<file path="config.mk">
export PLATFORM = sky130hd
export DESIGN_NAME = rac_top
export DESIGN_NICKNAME = d
export VERILOG_FILES = /design/src/shared/rac_pkg.sv /design/src/logic/rac_top.sv
export SDC_FILE = /design/constraint.sdc
export NUM_CORES = 1
export LEC_CHECK = 0
export BUFFER_PORTS_ARGS = -buffer_cell sky130_fd_sc_hd__buf_2
export CAP_MARGIN = 5
export CORE_AREA = 2 2 80 139
export CTS_BUF_LIST = sky130_fd_sc_hd__clkbuf_8 sky130_fd_sc_hd__clkbuf_16
export DETAILED_ROUTE_END_ITERATION = 10
export DIE_AREA = 0 0 82 141
export GPL_TIMING_DRIVEN = 0
export PLACE_DENSITY_LB_ADDON = 0.05
export SETUP_SLACK_MARGIN = 0.3
export SLEW_MARGIN = 40
export SYNTH_ARGS = -nofsm -noshare
export SYNTH_HDL_FRONTEND = slang
export SYNTH_SLANG_ARGS = --single-unit
</file>
<file path="constraint.sdc">
create_clock -name mclk_i -period 6.3 [get_ports mclk_i]
set_clock_uncertainty 0.2 [all_clocks]
set_input_delay 0.63 -clock mclk_i [delete_from_list [all_inputs] [get_ports mclk_i]]
set_output_delay 0.63 -clock mclk_i [all_outputs]
set_load 0.03 [all_outputs]
</file>
<file path="src/shared/rac_pkg.sv">
`default_nettype none
package rac_pkg;
  // bus map (byte addresses)
  localparam logic [7:0]  RAC_MISC_OFS     = 8'h0c;
  localparam logic [7:0]  RAC_STAT_OFS     = 8'h10;
  // control register bit positions
  localparam int          RAC_B_POR        = 7;
  localparam int          RAC_B_POS        = 6;
  localparam int          RAC_B_NEG        = 5;
  localparam int          RAC_B_EXTEN      = 4;
  localparam int          RAC_B_FSA        = 3;
  localparam int          RAC_B_FSB        = 2;
  localparam int          RAC_B_SLOW       = 1;
  localparam int          RAC_B_WATCHDOG_ENABLE_BIT       = 0;
  // watchdog enable default after reset or stop (fixed option)
  localparam logic        RAC_WATCHDOG_ENABLE_BIT_DFLT    = 1'b0;
  // vectors and reset loads
  localparam logic [15:0] RAC_VEC_RESET    = 16'h3ffe;
  localparam logic [15:0] RAC_TMR_LOAD     = 16'hfffc;
  localparam logic [15:0] RAC_SP_LOAD      = 16'h00ff;
  // oscillator start-up hold, in clock cycles
  localparam logic [11:0] RAC_OSC_DLY_CYC  = 12'hfe0;
  // service source codes, vector = reset vector - 2 * code
  localparam logic [2:0]  RAC_SRC_RESET    = 3'h0;
  localparam logic [2:0]  RAC_SRC_SWI      = 3'h1;
  localparam logic [2:0]  RAC_SRC_EXT      = 3'h2;
  // pin synchroniser: bits 8:0 wired-or pins, bit 9 irq pin (active low)
  localparam int          RAC_NPIN         = 10;
  localparam int          RAC_NHW          = 6;

  typedef enum logic [1:0] {
    RAC_RUN  = 2'b00,
    RAC_PUSH = 2'b01,
    RAC_VECT = 2'b10
  } rac_phase_t;

  typedef struct packed {
    rac_phase_t              phase;
    logic [2:0]              src;
    logic                    mask;
    logic [7:0]              misc;
    logic [RAC_NPIN-1:0]     s1;
    logic [RAC_NPIN-1:0]     s2;
    logic [RAC_NPIN-1:0]     s3;
    logic [RAC_NPIN-1:0]     filt;
    logic                    comb_prev;
    logic                    ext_latch;
    logic                    swi_pend;
    logic [RAC_NHW-1:0]      snap;
    logic                    stop_latch;
    logic                    wait_latch;
    logic [11:0]             osc_cnt;
    logic                    ack;
    logic [7:0]              rdata;
    logic [15:0]             vector;
    logic                    vec_valid;
    logic                    push;
    logic                    reset_fx;
    logic                    cold_fx;
    logic                    stop_fx;
    logic                    watchdog_enable_bit_clr;
  } rac_state_t;
endpackage
`default_nettype wire

</file>
<file path="src/logic/rac_top.sv">
// Notes on behaviour
// RULE1 - requests wait for instruction completion
// RULE2 - serve only if unmasked and enabled
// RULE3 - push registers, then set mask
// RULE4 - return restores mask from stack
// RULE5 - fixed priority, vectors descend by two
// RULE6 - soft trap ignores mask, after earlier requests
// RULE7 - mask holds off all maskable requests
// RULE8 - external latch cleared at service entry
// RULE9 - sensitivity bits writable only while masked
// RULE10 - resets clear both sensitivity bits
// RULE11 - four sensitivity encodings for combined input
// RULE12 - resets clear prescaler, load counter, disables
// RULE13 - resets clear ports, stack, latches, vector
// RULE14 - wait and stop clear the mask
// RULE15 - power-on flag set only by power-on
// RULE16 - resets disable serial unit, set tx flags
// RULE17 - power-on and stop hold oscillator off
// RULE18 - resets and stop disable converter, slow mode
// RULE19 - all four events clear watchdog counter
// RULE20 - resets and stop restore watchdog enable default
// RULE21 - resets clear enables but set external enable
// RULE22 - all external pins share one vector
// RULE23 - combine pins before sensitivity selection
// RULE24 - changing sensitivity drops pending external request
// RULE25 - disabled external edges still latched
`default_nettype none
module rac_top
  import rac_pkg::*;
(
  input  wire logic        mclk_i,
  input  wire logic        reset_n_i,
  input  wire logic        wb_cyc_i,
  input  wire logic        wb_stb_i,
  input  wire logic        wb_we_i,
  input  wire logic [7:0]  wb_adr_i,
  input  wire logic [31:0] wb_dat_i,
  input  wire logic [3:0]  wb_sel_i,
  output logic      [31:0] wb_dat_o,
  output logic             wb_ack_o,
  input  wire logic        irq_n_pin_i,
  input  wire logic [7:0]  wired_or_wake_input_i,
  input  wire logic        dedicated_wired_or_pin_i,
  input  wire logic [8:0]  wired_or_en_i,
  input  wire logic [4:0]  periph_req_i,
  input  wire logic [4:0]  periph_en_i,
  input  wire logic        instr_done_i,
  input  wire logic        soft_trap_fetch_i,
  input  wire logic        return_from_trap_i,
  input  wire logic        stacked_mask_i,
  input  wire logic        wait_exec_i,
  input  wire logic        stop_exec_i,
  input  wire logic        ext_reset_i,
  input  wire logic        por_i,
  output logic             irq_mask_bit_o,
  output logic             stack_push_o,
  output logic [15:0]      vector_o,
  output logic             vector_valid_o,
  output logic             addr_restart_o,
  output logic             timer_presc_clr_o,
  output logic             timer_cnt_load_o,
  output logic [15:0]      timer_load_value_o,
  output logic             timer_en_clr_o,
  output logic             ddr_clr_o,
  output logic             sp_load_o,
  output logic [15:0]      sp_value_o,
  output logic             sci_disable_o,
  output logic             sci_ie_clr_o,
  output logic             sci_status_clr_o,
  output logic             sci_tx_flags_set_o,
  output logic             osc_off_o,
  output logic             timer_clk_clr_o,
  output logic             sci_clk_clr_o,
  output logic             adc_disable_o,
  output logic             watchdog_enable_bit_cnt_clr_o,
  output logic             watchdog_enable_bit_o,
  output logic             slow_mode_bit_o,
  output logic             freq_select_a_o,
  output logic             freq_select_b_o,
  output logic             stop_latch_o,
  output logic             wait_latch_o
);

  rac_state_t q;
  rac_state_t d;

  logic                combined_ext_irq;
  logic                ext_rise;
  logic                ext_fall;
  logic                ext_edge;
  logic                ext_level;
  logic [RAC_NHW-1:0]  hw_req;
  logic                bus_req;
  logic                wr_misc;
  logic                any_reset;
  logic [7:0]          wbyte;

  // first priority hit, lowest index wins
  function automatic logic [2:0] rac_pick(input logic [RAC_NHW-1:0] v);
    logic [2:0] r;
    r = RAC_SRC_EXT;
    for (int i = RAC_NHW - 1; i >= 0; i--) begin
      if (v[i]) begin
        r = 3'(RAC_SRC_EXT + 3'(i));
      end
    end
    return r;
  endfunction

  // wired-or pins high, irq pin low; sensitivity applies afterwards
  assign combined_ext_irq = |(q.filt[8:0] & wired_or_en_i) | ~q.filt[9]; // [RULE23] [RULE22]
  assign ext_rise  = combined_ext_irq & ~q.comb_prev;
  assign ext_fall  = ~combined_ext_irq & q.comb_prev;

  always_comb begin
    unique case ({q.misc[RAC_B_POS], q.misc[RAC_B_NEG]}) // [RULE11]
      2'b00:   ext_edge = ext_rise;
      2'b01:   ext_edge = ext_rise;
      2'b10:   ext_edge = ext_fall;
      2'b11:   ext_edge = ext_rise | ext_fall;
    endcase
  end

  // only the default encoding is level sensitive, and the level is not latched
  assign ext_level = combined_ext_irq & ~q.misc[RAC_B_POS] & ~q.misc[RAC_B_NEG];

  assign hw_req = {periph_req_i & periph_en_i,
                   q.misc[RAC_B_EXTEN] & (q.ext_latch | ext_level)}; // [RULE2] [RULE5]

  assign bus_req   = wb_cyc_i & wb_stb_i & ~q.ack;
  // a write lands on the edge that sees ack high, so an abandoned cycle writes nothing
  assign wr_misc   = wb_cyc_i & wb_stb_i & q.ack & wb_we_i & wb_sel_i[0]
                     & (wb_adr_i[7:2] == RAC_MISC_OFS[7:2]);
  assign any_reset = por_i | ext_reset_i;
  assign wbyte     = wb_dat_i[7:0];

  always_comb begin
    d           = q;
    d.vec_valid = 1'b0;
    d.push      = 1'b0;
    d.reset_fx  = 1'b0;
    d.cold_fx   = 1'b0;
    d.stop_fx   = 1'b0;
    d.watchdog_enable_bit_clr  = 1'b0;

    // three-stage synchroniser; a change counts once stages two and three agree
    d.s1 = {~irq_n_pin_i ^ 1'b1, dedicated_wired_or_pin_i, wired_or_wake_input_i};
    d.s2 = q.s1;
    d.s3 = q.s2;
    for (int i = 0; i < RAC_NPIN; i++) begin
      if (q.s2[i] == q.s3[i]) begin
        d.filt[i] = q.s3[i];
      end
    end
    d.comb_prev = combined_ext_irq;

    if (q.osc_cnt != 12'h000) begin
      d.osc_cnt = q.osc_cnt - 12'h001;
    end

    // wishbone slave, one wait state
    d.ack = bus_req;
    if (bus_req) begin
      unique case (wb_adr_i[7:2])
        RAC_MISC_OFS[7:2]: d.rdata = q.misc;
        RAC_STAT_OFS[7:2]: d.rdata = {q.phase, q.mask, q.ext_latch, (q.osc_cnt != 12'h000),
                                      q.stop_latch, q.wait_latch, q.swi_pend};
        default:           d.rdata = 8'h00;
      endcase
    end

    if (wr_misc) begin
      if (!wbyte[RAC_B_POR]) begin
        d.misc[RAC_B_POR] = 1'b0;
      end
      if (q.mask) begin
        d.misc[RAC_B_POS]   = wbyte[RAC_B_POS]; // [RULE9]
        d.misc[RAC_B_NEG]   = wbyte[RAC_B_NEG]; // [RULE9]
        d.misc[RAC_B_EXTEN] = wbyte[RAC_B_EXTEN];
        if (wbyte[RAC_B_POS] != q.misc[RAC_B_POS] || wbyte[RAC_B_NEG] != q.misc[RAC_B_NEG]) begin
          d.ext_latch = 1'b0; // [RULE24]
        end
      end
      d.misc[RAC_B_FSA]  = wbyte[RAC_B_FSA];
      d.misc[RAC_B_FSB]  = wbyte[RAC_B_FSB];
      d.misc[RAC_B_SLOW] = wbyte[RAC_B_SLOW];
      // enable is one-way; writing one also restarts the counter
      if (wbyte[RAC_B_WATCHDOG_ENABLE_BIT]) begin
        d.misc[RAC_B_WATCHDOG_ENABLE_BIT] = 1'b1;
        d.watchdog_enable_bit_clr         = 1'b1;
      end
    end

    if (soft_trap_fetch_i) begin
      d.swi_pend = 1'b1;
      d.snap     = hw_req; // [RULE6]
    end

    unique case (q.phase)
      RAC_RUN: begin
        // only at a boundary; the running instruction is never cut short
        if (instr_done_i) begin // [RULE1]
          if (q.swi_pend) begin
            if (!q.mask && |(hw_req & q.snap)) begin // [RULE6]
              d.src   = rac_pick(hw_req & q.snap);
              d.phase = RAC_PUSH;
            end else begin
              d.src      = RAC_SRC_SWI; // [RULE6]
              d.swi_pend = soft_trap_fetch_i;
              d.phase    = RAC_PUSH;
            end
          end else if (!q.mask && |hw_req) begin // [RULE2] [RULE7]
            d.src   = rac_pick(hw_req); // [RULE5]
            d.phase = RAC_PUSH;
          end
        end
        if (return_from_trap_i) begin
          d.mask = stacked_mask_i; // [RULE4]
        end
      end
      RAC_PUSH: begin
        d.push  = 1'b1; // [RULE3]
        d.phase = RAC_VECT;
        if (q.src == RAC_SRC_EXT) begin
          d.ext_latch = 1'b0; // [RULE8]
        end
      end
      RAC_VECT: begin
        d.mask       = 1'b1; // [RULE3]
        d.vector     = RAC_VEC_RESET - {12'h000, q.src, 1'b0}; // [RULE5]
        d.vec_valid  = 1'b1;
        d.stop_latch = 1'b0;
        d.wait_latch = 1'b0;
        d.phase      = RAC_RUN;
      end
      default: d.phase = RAC_RUN;
    endcase

    // edge captured whatever the enable; a new edge beats any clear above
    if (ext_edge) begin
      d.ext_latch = 1'b1; // [RULE25]
    end

    if (wait_exec_i) begin
      d.mask       = 1'b0; // [RULE14]
      d.wait_latch = 1'b1;
      d.watchdog_enable_bit_clr   = 1'b1; // [RULE19]
    end
    if (stop_exec_i) begin
      d.mask             = 1'b0; // [RULE14]
      d.stop_latch       = 1'b1;
      d.stop_fx          = 1'b1;
      d.osc_cnt          = RAC_OSC_DLY_CYC; // [RULE17]
      d.misc[RAC_B_SLOW] = 1'b0; // [RULE18]
      d.misc[RAC_B_WATCHDOG_ENABLE_BIT] = RAC_WATCHDOG_ENABLE_BIT_DFLT; // [RULE20]
      d.watchdog_enable_bit_clr         = 1'b1; // [RULE19]
    end

    // resets override what they assign in the same cycle; a stop's stop_fx and osc_cnt load survive an external reset
    if (any_reset) begin
      d.reset_fx    = 1'b1; // [RULE12] [RULE16]
      d.watchdog_enable_bit_clr    = 1'b1; // [RULE19]
      d.mask        = 1'b1; // [RULE13] [RULE14]
      d.stop_latch  = 1'b0; // [RULE13]
      d.wait_latch  = 1'b0;
      d.ext_latch   = 1'b0;
      d.swi_pend    = 1'b0;
      d.src         = RAC_SRC_RESET;
      d.phase       = RAC_VECT; // [RULE13]
      d.misc[6:0]   = {1'b0, 1'b0, 1'b1, 1'b0, 1'b0, 1'b0, RAC_WATCHDOG_ENABLE_BIT_DFLT}; // [RULE10] [RULE21] [RULE18] [RULE20]
      if (por_i) begin
        d.misc[RAC_B_POR] = 1'b1; // [RULE15]
        d.cold_fx         = 1'b1;
        d.osc_cnt         = RAC_OSC_DLY_CYC; // [RULE17]
      end
    end
  end

  always_ff @(posedge mclk_i or negedge reset_n_i) begin
    if (!reset_n_i) begin
      q            <= '0;
      q.phase      <= RAC_VECT;
      q.src        <= RAC_SRC_RESET;
      q.mask       <= 1'b1;
      q.misc       <= {1'b1, 1'b0, 1'b0, 1'b1, 1'b0, 1'b0, 1'b0, RAC_WATCHDOG_ENABLE_BIT_DFLT};
      q.s1         <= {RAC_NPIN{1'b0}} | 10'h200;
      q.s2         <= 10'h200;
      q.s3         <= 10'h200;
      q.filt       <= 10'h200;
      q.osc_cnt    <= RAC_OSC_DLY_CYC;
      q.reset_fx   <= 1'b1;
      q.cold_fx    <= 1'b1;
      q.watchdog_enable_bit_clr   <= 1'b1;
    end else begin
      q <= d;
    end
  end

  assign wb_dat_o              = {24'h000000, q.rdata};
  assign wb_ack_o              = q.ack;
  assign irq_mask_bit_o        = q.mask;
  assign stack_push_o          = q.push;
  assign vector_o              = q.vector;
  assign vector_valid_o        = q.vec_valid;
  assign addr_restart_o        = q.reset_fx; // [RULE13]
  assign timer_presc_clr_o     = q.reset_fx; // [RULE12]
  assign timer_cnt_load_o      = q.reset_fx;
  assign timer_load_value_o    = RAC_TMR_LOAD;
  assign timer_en_clr_o        = q.reset_fx;
  assign ddr_clr_o             = q.reset_fx; // [RULE13]
  assign sp_load_o             = q.reset_fx;
  assign sp_value_o            = RAC_SP_LOAD;
  assign sci_disable_o         = q.reset_fx; // [RULE16]
  assign sci_ie_clr_o          = q.reset_fx;
  assign sci_status_clr_o      = q.reset_fx;
  assign sci_tx_flags_set_o    = q.reset_fx;
  assign osc_off_o             = q.osc_cnt != 12'h000; // [RULE17]
  assign timer_clk_clr_o       = q.cold_fx | q.stop_fx; // [RULE17]
  assign sci_clk_clr_o         = q.cold_fx | q.stop_fx;
  assign adc_disable_o         = q.reset_fx | q.stop_fx; // [RULE18]
  assign watchdog_enable_bit_cnt_clr_o        = q.watchdog_enable_bit_clr;
  assign watchdog_enable_bit_o = q.misc[RAC_B_WATCHDOG_ENABLE_BIT];
  assign slow_mode_bit_o       = q.misc[RAC_B_SLOW];
  assign freq_select_a_o       = q.misc[RAC_B_FSA];
  assign freq_select_b_o       = q.misc[RAC_B_FSB];
  assign stop_latch_o          = q.stop_latch;
  assign wait_latch_o          = q.wait_latch;

  logic quiet;
  assign quiet = ~any_reset & ~wait_exec_i & ~stop_exec_i;
endmodule
`default_nettype wire

</file>
After elaboration in Yosys (flattened, before gate mapping)
Index checks and enable logic that the tools add are counted.
{"block": "op_classes", "add_sub_neg": 2, "n_lt_le_gt_ge": 0, "shift": 0, "n_eq_ne": 23, "n_bitwise": 26, "n_div": 0, "mul": 0, "muxes": 59, "n_reduce_logical": 26}
{"cell": "$mux W3", "n": 15}
{"cell": "$mux W12", "n": 3}
{"cell": "$mux W14", "n": 2}
{"cell": "$mux W1", "n": 25}
{"cell": "$pmux W8 S2", "n": 1}
{"cell": "$mux W5", "n": 3}
{"cell": "$reduce_bool A3 Y1", "n": 5}
{"cell": "$sub A14 B4 Y15 const A", "n": 1}
{"cell": "$reduce_bool A12 Y1", "n": 1}
{"cell": "$reduce_or A6 Y1", "n": 2}
{"cell": "$sub A12 B1 Y12 const B", "n": 1}
{"cell": "$and A1 B1 Y1", "n": 11}
{"cell": "$eq A1 B1 Y1", "n": 10}
{"cell": "$mux W2", "n": 5}
{"cell": "$and A9 B9 Y9", "n": 1}
{"cell": "$reduce_or A9 Y1", "n": 1}
{"cell": "$mux W8", "n": 1}
{"cell": "$reduce_and A2 Y1", "n": 4}
{"cell": "$reduce_bool A2 Y1", "n": 4}
{"cell": "$mux W7", "n": 1}
{"cell": "$and A6 B6 Y6", "n": 1}
{"cell": "$eq A2 B2 Y1 const B", "n": 3}
{"cell": "$eq A6 B2 Y1 const B", "n": 1}
{"cell": "$eq A6 B3 Y1 const B", "n": 1}
{"cell": "19 further kinds", "n": 33}
{"block": "totals", "mem_count": 0, "ram_bits": 0, "romBits": 0, "latchBits": 0, "register_bits": 107}

Depth between registers and ports, before layout
Gate-level depths: netlist of the first run.
{"block": "depth", "word_depth": 19, "mapped_depth": 9, "depth_no_buf": 9}

Worst setup path before layout of the first run
No wires, ideal clock.
{"block": "synth_path", "path_type": "in2reg", "from": "input wb_adr_i[5]", "to": "register q[52] (netlist bit)", "slack_ns": 4.010, "arrival_ns": 1.954, "cell_stages": 5, "path_buffers": 0, "path_cell_list": "or3_4 nor4_4 nand2_2 o211ai_2 a21oi_1"}
{"item": "from (decl)", "line": "rac_top.sv:36", "source": "input wire logic [7:0] wb_adr_i,"}
{"item": "to (decl)", "line": "rac_top.sv:84", "source": "rac_state_t q;"}

Final worst setup path of the first run
{"block": "layout_path", "from": "register q[31] (netlist bit)", "to": "output osc_off_o"}
{"block": "layout_between", "elab_chain_len": 1}
{"item": "$reduce_bool A12 Y1", "line": "rac_top.sv:317", "source": "assign osc_off_o = q.osc_cnt != 12'h000;"}
{"item": "to (decl)", "line": "rac_top.sv:71", "source": "output logic osc_off_o,"}
No other way between the ends.

==> results of run 1 <==
[metal layers]
metal  vias up  GRT usage
li1       1667          -
met1      1518      0.191
met2       121      0.279
met3        11     0.0327
met4         0     0.0754
met5         -          0
[worst reg2reg max path, cell delays in order (launching register included)]
cell and delay (ns):
dfrtp_1 0.41, inv_1 0.07, ha_1 0.27, nor4b_1 0.40, nand3_1 0.19, clkbuf_1 0.29, nand3b_1 0.17, xor2_1 0.15
nor2_1 0.05
[registers in the layout, summed over array words and instances, names as in the netlist, 4 cells and up]
register,flops
q,52
d,20
wb_dat_o,8
vector_o,4
[cell type report]
cell class,count,area (sq um),area share
inverters,14,52.6,0.00907
clock inverters,6,60.1,0.0104
repair buffers,104,558,0.0963
clock buffers,10,239,0.0413
multi-input cells,280,1590,0.275
plain buffers,97,702,0.121
flip-flops and latches,96,2420,0.419
well taps,130,163,0.0281
[synthesized netlist by cell type (2+ instances only)]
| library cell | instances | area share |
|---|---|---|
| a211oi_1 | 3 | 0.0049 |
| a21o_1 | 3 | 0.0049 |
| a21oi_1 | 20 | 0.022 |
| a22oi_1 | 13 | 0.021 |
| a31oi_1 | 3 | 0.0041 |
| buf_4 | 90 | 0.15 |
| clkbuf_1 | 7 | 0.0058 |
| conb_1 | 2 | 0.0016 |
| dfrtp_1 | 78 | 0.43 |
| dfstp_2 | 18 | 0.10 |
| ha_1 | 3 | 0.0082 |
| inv_1 | 14 | 0.012 |
| maj3_1 | 10 | 0.022 |
| mux2i_1 | 4 | 0.0088 |
| nand2_1 | 30 | 0.025 |
| nand2b_1 | 6 | 0.0082 |
| nand3_1 | 18 | 0.020 |
| nand3b_1 | 3 | 0.0049 |
| nand4_1 | 3 | 0.0041 |
| nor2_1 | 36 | 0.030 |
| nor3_1 | 6 | 0.0066 |
| o21ai_0 | 14 | 0.015 |
| o31ai_1 | 2 | 0.0033 |
| o32ai_1 | 2 | 0.0038 |
| or2_2 | 4 | 0.0055 |
| or3b_1 | 2 | 0.0038 |
| xor2_1 | 8 | 0.015 |
[cell families after synthesis]
group	after synthesis	share of synthesized area
compound gates	71	0.102
xor+xnor	9	0.0173
fa+ha+maj	13	0.0302
buf+inv	111	0.166
flops	96	0.532
mux	5	0.0113
other cells	2	0.00165
simple gates	123	0.141
[power breakdown]
group	switching [mW]	internal [mW]	leakage (nW)	total, mW
clock network	0.219	0.317	0.150	0.535
logic	0.150	0.0935	1.52	0.244
registers	0.0206	0.655	1.14	0.676
[path summary, 6_finish.rpt]
| path | startpoint | end | depth (start not counted) |
|---|---|---|---|
| setup / recovery | q[31] | osc_off_o | 6 |
| hold / removal | d[82] | d[72] | 0 |
| setup reg to reg | q[31] | q[34] | 8 |
| hold reg to reg | d[82] | d[72] | 0 |
| max in group asynchronous | reset_n_i | q[41] | 3 |
| min in group asynchronous | reset_n_i | wb_dat_o[7] | 2 |
[layout by cell type, fill, tap and decap left out, types with 2 or more instances in the layout]
master / netlist / routed
ha_1: 3 / 3
a21o_1: 3 / 3
a31oi_1: 3 / 3
nand2_1: 30 / 30
nand2b_1: 6 / 6
dfstp_2: 18 / 18
a22oi_1: 13 / 13
o31ai_1: 2 / 2
maj3_1: 10 / 10
buf_2: 0 / 101
buf_4: 90 / 90
dfrtp_1: 78 / 78
xor2_1: 8 / 8
mux2i_1: 4 / 4
o21ai_0: 14 / 14
a211oi_1: 3 / 3
nand4_1: 3 / 3
or3b_1: 2 / 2
clkbuf_16: 0 / 9
clkbuf_1: 7 / 7
o32ai_1: 2 / 2
clkinv_2: 0 / 2
or2_2: 4 / 4
nand3_1: 18 / 18
nor3_1: 6 / 6
inv_1: 14 / 15
nand3b_1: 3 / 3
a21oi_1: 20 / 20
conb_1: 2 / 59
nor2_1: 36 / 36
[metrics by stage]
stage / util / cell area (sq um)
2_1_floorplan: - / 4770
3_3_place_gp: 0.518 / 5450
3_5_place_dp: 0.522 / 5480
4_1_cts: 0.551 / 5790
5_1_grt: 0.551 / 5790
6_report: 0.551 / 5790
==> summary.md, run 1 <==
For the worst setup path, the data required time is 5.47 ns. In the detailed route, the total length drawn on met3 is 615 microns. The largest single stage delay on the critical path is 0.41 ns. Count of filler cells inserted in the layout: 988.

The count of buffers added on input and output ports is 102. Across the VDD grid, the largest voltage drop is 0.246 mV. The number of antenna violations at the first check in global routing was 0; the proportion of layout cells with a drive suffix above 1 was 0.394. The internal reg-to-reg setup slack was 3.98 ns; the count of instances resized after the clock tree is built was 0. The first global-routing pass estimated 14,400 microns of wire. The data arrival time of the critical path is 2.21 ns. The routed design uses 4500 microns of met2 wire. Tightest hold margin: 0.146 ns.

The uppermost metal layer occupied by signal nets is met4. The worst setup path is captured at a primary output. For this run, design rule violations remaining after detail routing come to 0. The floorplan step set the die width to 82 microns. Setup repair after global routing left no endpoint under its margin. Clock-pin slew was measured on the worst setup and hold paths at 0.06 ns. Including well taps, the total number of placed cells is 720.

Commonest register cell after synthesis: dfrtp_1. STA classifies the critical path startpoint as a flip-flop. TritonCTS built the clock tree. Clock latency on the worst-skew pair, taken at its later pin, is 0.34 ns. The met1 layer wirelength in the final routing was 3610 microns. The smallest clock period supported by the final layout is computed as 3.04 ns. The logs give 0.163 for the overall track demand over capacity in global routing and 0 for the number of max-cap violations. A synthesized cell averages 10.6 sq um. The signal on the critical path passes through inv_1 -> ha_1 -> nor4b_1 -> nand3_1 -> clkbuf_1 -> buf_2. The aggregate negative setup slack was 0 ns. Slew at the pin closest to its max-slew limit: 0.725 ns. Buffers added to address setup during post-CTS repair amount to 0. The count of final max-slew check failures was 0; the share of the clock period used by the worst path after layout was 0.483.

The initial standard-cell utilization of the core was 0.434. Counting along the longest clock path gives a buffer depth of 2. The synthesis warning total was 0.

The leakage power was 2.81 nW; the vertical die dimension was 141 microns. Share of synthesized flip-flops with an asynchronous set or reset: 1.00. Synthesis produced 430 cells.

The tools report the number of hold violations in the final report as 0. Counting every sink on the clock net gives 96. The total power per unit cell area works out to 251 mW/mm^2.

The synthesized design contains 0 enable-type register cells. The synthesized cell area came out at 0.00456 sq mm. The flow ran to the end, and the final reports show no timing, DRC or antenna violations. In this run the standard cell core region covers 0.0105 sq mm. The slowest stage of the critical path is the dfrtp_1 cell. The routed length per placed instance was 12.1 microns. The tools report the setup slack after layout as 3.26 ns. After floorplanning, the core was divided into 50 placement rows.

On the critical path the largest part of the delay comes from buffers and inverters. Setup violations remaining at the end of the flow were counted as 0. The tools report the maximum level of the CTS H-tree as 3. The placed wire-length estimate after detailed placement was 6820 microns; the maximum number of pins on one net before global-route repair was 77. The number of clock buffers added by TritonCTS is 9.

Across all layers, the routed design uses 3,317 vias. The fraction of the yosys area taken by sequential cells was 0.532; the number of detailed-routing iterations run before antenna repair was 4. Routability-driven placement finished with a final weighted congestion of 0.815. The average via count per standard cell was 4.50; the sum of buffers and inverters on the critical path was 3. The die covers 0.0116 sq mm. The tools report the clock tree root driver cell as clkbuf_16.

In this run the worst path has a maximum fanout of 10. Non-filler instance count after layout: 737. The tightest min-delay check is of the flip-flop to flip-flop type.

Static timing analysis puts the maximum clock frequency at 329 MHz. After synthesis the netlist holds a flip-flop and latch count of 96. The total overflow left after global routing is 0. At the end of the flow, the number of nets in the layout was 691. In this run, distinct cell masters in the synthesized netlist total 55. The area growth from synthesis to layout is 27.1%. The tools report the number of global-route vias before repair as 3,172. The tools report the total I/O pin count as 191. 0 antenna diodes ended up in the layout. Summing internal, switching and leakage power gives 1.45 mW.

Kind of critical path: flip-flop to primary output. The number of hold buffers added after cts was 1. For this block, the initial DRC count from the detailed router was 193. Before CTS, the worst setup slack after placement is 3.65 ns. The detail route stage leaves a number of antenna-violating nets equal to 0.

Normalized max-slew margin: 0.513. The total routed wirelength was 8920 microns.
Note: power is estimated with default switching activity, not from simulation.
==> run 2: changes to the inputs <==
==> constraint.sdc (replaced) <==
create_clock -name mclk_i -period 2.85 [get_ports mclk_i]
set_clock_uncertainty 0.2 [all_clocks]
set_input_delay 0.285 -clock mclk_i [delete_from_list [all_inputs] [get_ports mclk_i]]
set_output_delay 0.285 -clock mclk_i [all_outputs]
set_load 0.03 [all_outputs]
==> run 2 against run 1 <==
Net effect:
- sequential power rose by 120%
- power is 120% higher
- cell count rose by 1.9%
- first-iteration DRC count fell by 5.2%
- combinational power rose by 130%
- clock power increased by 120%
- worst setup slack lost 2.8 ns
- non-clock buffer count up 14
- highest routed layer unchanged
- die area did not move
==> summary.md, run 2 (synthesis gave the netlist of run 1 again) <==
The core area is 0.0105 sq mm. Leakage power: 2.88 nW. Critical-path maximum fanout: 10. After layout, the design draws a total of 3.23 mW.

The routed design has 9150 microns of wire. Among cell families on the critical path, the largest total delay comes from buffers and inverters. The number of nets in the layout is 705, and the maximum clock frequency is 414 MHz.

Setup repair after global routing left no endpoint under its margin. The register with the most flip-flops in the layout has 52 of them. On the final layout, the worst hold slack is 0.0137 ns.

Counting flops per register, the top entry is q. The number of input and output port buffers inserted works out to 102. Walking the worst path, the cells encountered are inv_1 -> ha_2 -> nor4b_4 -> nand3_1 -> clkbuf_2 -> buf_2. The placed wire-length estimate after detailed placement came out at 6820 microns. The number of hold violations in the final report is 0, and the slew at the pin closest to its max-slew limit is 0.721 ns. Counting I/O delays and the setup requirement, the final critical path takes 2.41 ns. The H-tree was split into 3 levels. The number of antenna violations at the first check in global routing was 0; the non-filler instance count after layout was 751.

The vertical die dimension works out to 141 microns. The number of global-route vias before repair is 3,252. The worst hold path belongs to the class primary input to flip-flop.

Setup violations remaining at the end of the flow were counted as 0. VDD sags by at most 0.545 mV. The run gives 9 as the number of buffers inserted during clock tree synthesis. The clock tree root driver cell is clkbuf_16. The clock edge transition at the registers on the reported setup and hold paths is 0.06 ns, and the sum of buffers and inverters on the critical path is 3. Total global routing overflow: 0. TritonCTS built the clock tree.

The number of max-cap violations came out at 0. The most common cell after layout, fill and taps aside is buf_2. In this run the count of I/O pins placed on the die edge is 191. The layout-stage area growth over the synthesis result is 30.7%. The data arrival time of the critical path was 1.93 ns; the number of detailed-routing iterations run before antenna repair was 4. The kind of critical path was flip-flop to primary output. The clock net in this run drives a total of 96 sinks.

The flow ran to the end, and the final reports show no timing, DRC or antenna violations. Once routing completed, OpenROAD measured the worst setup slack at 0.437 ns. The remaining number of nets flagged by the antenna check after routing is 0. The nature of the critical path endpoint was a primary output.

After detailed placement, the total cell area comes to 0.00548 sq mm. The finished cells cover 0.00596 sq mm. The logs give 77 for the maximum number of pins on one net before global-route repair and 0.516 for the normalized max-slew margin.

The proportion of layout cells with a drive suffix above 1 is 0.391. On the worst path, the slowest cell contributes a delay of 0.41 ns. Leaving out fill and tap cells, the most frequent cells in the layout are buf_2, buf_4, dfrtp_1. 0 antenna diodes ended up in the layout. The DRC violation count after routing is 0, and the deepest clock path buffer count is 2. The fraction of the core area covered by cells at the end of the flow was 0.567; the overall track demand over capacity in global routing was 0.166. The floorplan step defined a die boundary enclosing 0.0116 sq mm.

Power spread over the standard cell area amounts to 543 mW/mm^2. The share of the clock period used by the worst path after layout is 0.847. In the routed layout, each cell is associated on average with a via count of 4.48. After detailed routing, the average wire length per cell comes to 12.2 microns. The routability-driven placement congestion ratio is 0.815. The worst setup slack after placement came out at 0.545 ns. Counting tap cells, the placed design contains a total of 720 instances. The worst setup path is launched from a flip-flop. Initial standard-cell utilization of the core: 0.434. The number of placement rows is 50, and the floorplan die width is 82 microns. The logs give 0 for the number of buffers inserted to repair setup after CTS and 14,700 microns for the global-route wire length before repair. The worst-skew pair later-pin latency is 0.34 ns, and the first-iteration detailed-routing DRC count is 183. Across all layers, the routed design uses 3,368 vias. The run gives 0 as the count of final max-slew check failures. Among all stages on the critical path, the largest delay is contributed by dfrtp_1.

In the final timing run, aggregate negative setup slack is 0 ns. Data on the critical path is required at its endpoint by 2.37 ns.
-- run 2: path summary, 6_finish.rpt --
check                            start               to  slack, ns  cells past startpoint
min in group asynchronous    reset_n_i      wb_dat_o[7]       0.16                      2
max in group asynchronous    reset_n_i            q[39]       1.64                      3
hold reg to reg                  d[82]            d[72]       0.15                      0
setup / recovery                 q[31]        osc_off_o       0.44                      6
setup reg to reg                 q[63]            q[52]       0.64                      9
hold / removal             wb_dat_i[2]  freq_select_b_o       0.01                      3
-- run 2: cell type report --
class / count / area (sq um)
Clock inverter: 6 / 60.1
Fill cell: 970 / 4550
Buffer: 97 / 703
Tap cell: 130 / 163
Timing Repair Buffer: 118 / 698
Inverter: 14 / 52.6
Multi-Input combinational cell: 280 / 1620
Sequential cell: 96 / 2420
Clock buffer: 10 / 239
-- run 2: metal layers --
| metal | track usage | share of wire | vias to the layer above |
|---|---|---|---|
| met5 | 0 | 0 | - |
| met4 | 0.0754 | 0.021 | 0 |
| met3 | 0.0314 | 0.064 | 11 |
| met2 | 0.287 | 0.51 | 116 |
| met1 | 0.193 | 0.41 | 1548 |
| li1 | - | - | 1693 |
-- run 2: tightest hold or removal path: stages --
cell and delay [ns]:
buf_2 0.08, mux2i_1 0.06, nor2_1 0.08
-- run 2: what timing repair did --
| action | CTS | global route |
|---|---|---|
| resized for setup | 2 | 3 |
| hold buffers | 15 | 0 |
| setup endpoints to repair | 1 | 1 |
| hold endpoints to repair | 95 | 0 |
-- run 2: power by group --
group	internal [mW]	total [mW]	switching, mW
clock	0.700	1.18	0.482
sequential	1.45	1.50	0.0472
combinational	0.221	0.556	0.335
==> run 3: changes to the inputs <==
==> constraint.sdc (replaced) <==
create_clock -name mclk_i -period 2.4 [get_ports mclk_i]
set_clock_uncertainty 0.2 [all_clocks]
set_input_delay 0.24 -clock mclk_i [delete_from_list [all_inputs] [get_ports mclk_i]]
set_output_delay 0.24 -clock mclk_i [all_outputs]
set_load 0.03 [all_outputs]
==> run 3 against run 2 <==
Net effect:
- sequential share of layout area decreased by 2.2 points
- cell count up 2.5%
- hold slack lost 0.0075 ns
- first-iteration DRC count is 21% higher
- flip-flop and latch count unchanged
- critical path depth is the same
- count of clock-buffer cells in the layout shrank 1
- final area up 5.7%
- wire length rose by 7.0%
- worst setup slack got worse by 0.19 ns
- power is 27% higher
- combinational power is 27% higher
- largest power group unchanged
==> summary.md, run 3 (synthesis gave the netlist of run 1 again) <==
The total stage count of the critical path is 6. Setup violations remaining at the end of the flow were counted as 0. The run gives 0 as the count of final max-slew check failures.

The tools report the initial standard-cell utilization of the core as 0.434. After detailed routing, the total wire length is 9790 microns. The largest vdd supply drop is 0.472 mV, and the number of global-route vias before repair is 3,416. The endpoint identified for the worst register-to-register timing path is q[103]. The detail route stage leaves a number of antenna-violating nets equal to 0.

The number of cells traversed by the worst hold path was 3. The layout-stage area growth over the synthesis result is 38.2%. After detailed routing, the average wire length per cell comes to 12.7 microns. Number of clock sinks: 96. The worst setup path is captured at a flip-flop.

The clock edge transition at the registers on the reported setup and hold paths is 0.06 ns. The worst hold endpoint was q[47]. The tools report the die footprint as 0.0116 sq mm. The number of placement rows came out at 50. The data arrival time of the critical path was 2.19 ns; the leakage power was 3.00 nW.

The net count of the finished layout is 724. The tools report the normalized max-slew margin as 0.509. The sum of buffers and inverters on the critical path came out at 1.

Setup repair after global routing could not meet its margin everywhere. Dividing the detail-routed via count by the number of cells gives 4.61. Leaving out fill and tap cells, the most frequent cells in the layout are buf_2, buf_4, dfrtp_1.

The placed wire-length estimate after detailed placement is 6990 microns. The switching power share of the total is 0.261. The later pin in the worst-skew pair is clocked with a latency of 0.34 ns. The first TritonRoute pass finished after 6 iterations. The proportion of layout cells with a drive suffix above 1 came out at 0.420. The worst setup path is of the flip-flop to flip-flop kind.

The number of hold violations in the final report came out at 0. The run gives 0.172 as the proportion of power drawn by combinational gates. met2 is the most crowded layer. Entering global routing, the biggest net connects 77 pins. Ranked by flip-flop count, first place goes to q. Max-cap violations in this run came to 0. Across all layers, the routed design uses 3,553 vias. The logs give 0 for the number of antenna violations at the first check in global routing and 15,500 microns for the global-route wire length before repair. The congestion estimate from routability-driven global placement came to 0.827. The deepest clock path buffer count came out at 2. Setup slack on the worst reg-to-reg path comes out at 0.25 ns. Among cell families on the critical path, the largest total delay comes from compound AO/OA/AOI/OAI gates.

The part of the total power dissipated in sequential elements came out at 0.434. The minimum clock period works out to 2.15 ns. The worst min-delay path category was primary input to flip-flop. The core area was 0.0105 sq mm. The net load switching power came out at 1.07 mW. The launch point of the worst reg-to-reg path is q[98]. STA classifies the critical path startpoint as a flip-flop. The signal on the critical path passes through or3b_4 -> a31oi_2 -> a2111oi_4 -> buf_4 -> a21o_1 -> o32ai_2. The tools report the total internal power as 3.03 mW. The finished cells cover 0.00630 sq mm. The maximum clock frequency is 465 MHz. The total global routing overflow is 0. During I/O placement, the number of pins put on the boundary was 191. The flow ran to the end, and the final reports show no timing, DRC or antenna violations. After the first detailed-routing iteration, the DRC count stood at 221. Fill cells in the final layout number 914. The logs give 0.394 for the share of power burned in the clock network and 0.599 for the fraction of the core area covered by cells at the end of the flow.

The repair_antennas step left the layout with diodes totalling 0. In this design, the stage delay of the slowest critical-path cell is 0.54 ns. The met2 layer usage reported by global route was 0.303. TritonCTS built the clock tree.

The number of input and output port buffers inserted is 102, and the maximum level of the CTS H-tree is 3. Leaving out fill and tap cells, the most frequent cell in the layout is buf_2. In this run the horizontal extent of the chip is 82 microns.

Share of the clock period used by the worst path after layout: 0.895. Once placement finished, the instance area stood at 0.00548 sq mm. The number of buffers inserted during clock tree synthesis came out at 9.

The overall track demand over capacity in global routing is 0.176. The number of cells on the worst reg-to-reg path is 6. The vertical die dimension was 141 microns; the total power per unit cell area was 652 mW/mm^2.

The number of flip-flops in the largest register was 52. At the worst endpoint, the required time is 2.44 ns. Met1 track utilization from global routing: 0.199. The met3 layer usage reported by global route was 0.0378; the slew at the pin closest to its max-slew limit was 0.731 ns. The clock tree root driver cell is clkbuf_16. The DRC violation count after routing came out at 0. The worst-path cell with the longest stage delay is dfstp_2. The critical-path maximum fanout was 4. In this run the most critical hold path is launched from periph_en_i[1].
==> run 3: tightest hold or removal path: stages <==
cell and delay [ns]:
buf_2 0.11, nand2_1 0.07, o21ai_0 0.07
==> run 3: area by class of cell <==
type / instances / area (sq um) / share of cell area
Multi-Input combinational cell: 280 / 1730 / 0.275
Sequential cell: 96 / 2420 / 0.385
Timing Repair Buffer: 137 / 868 / 0.138
Clock buffer: 9 / 225 / 0.0358
Clock inverter: 7 / 118 / 0.0187
Buffer: 97 / 713 / 0.113
Tap cell: 130 / 163 / 0.0258
Inverter: 14 / 52.6 / 0.00834
==> run 3: power by group through the flow <==
stage | Clock, mW | Sequential [mW] | Combinational (mW)
after floorplan | 0 | 1.80 | 0.461
after global placement | 0 | 1.80 | 0.627
after detailed placement | 0 | 1.80 | 0.641
after CTS | 1.67 | 1.78 | 0.696
after global routing | 1.74 | 1.79 | 0.766
final | 1.62 | 1.78 | 0.708
==> run 3: per-layer routing <==
metal  up-vias  share of wire
li1       1733              -
met1      1652           0.39
met2       146           0.52
met3        22          0.068
met4         0          0.026
met5         -              0
==> run 3: timing repair <==
item                                   CTS  global route
endpoints found under the hold margin  103             0
hold buffers                            26             0
buffers inserted                         5             3
pin swaps                                1             4
gates resized for setup                 18            13
cloned                                   0             0
setup endpoints to repair               14            11
==> run 3: how the worst max path moves through the flow <==
stage / from / to / slack, ns
floorplan: q[31] / q[34] / 0.35
global placement: reset_n_i / d[74] / -0.05
detailed placement: q[63] / q[52] / 0.14
CTS: q[31] / osc_off_o / 0.25
global route: q[63] / q[52] / 0.18
finish: q[98] / q[103] / 0.25
==> run 3: through the flow <==
| step | instances | hold slack, ns | setup slack, ns | TNS (ns) | power, mW |
|---|---|---|---|---|---|
| 3_3_place_gp | 719 | 0.132 | -0.0501 | -3.07 | 2.43 |
| 2_1_floorplan | 487 | -0.256 | 0.347 | 0 | 2.26 |
| 3_5_place_dp | 720 | -0.115 | 0.136 | 0 | 2.44 |
| 6_report | 770 | 0.00619 | 0.251 | 0 | 4.10 |
| 4_1_cts | 767 | 0.000822 | 0.247 | 0 | 4.14 |
| 5_1_grt | 770 | 0.0106 | 0.182 | 0 | 4.30 |
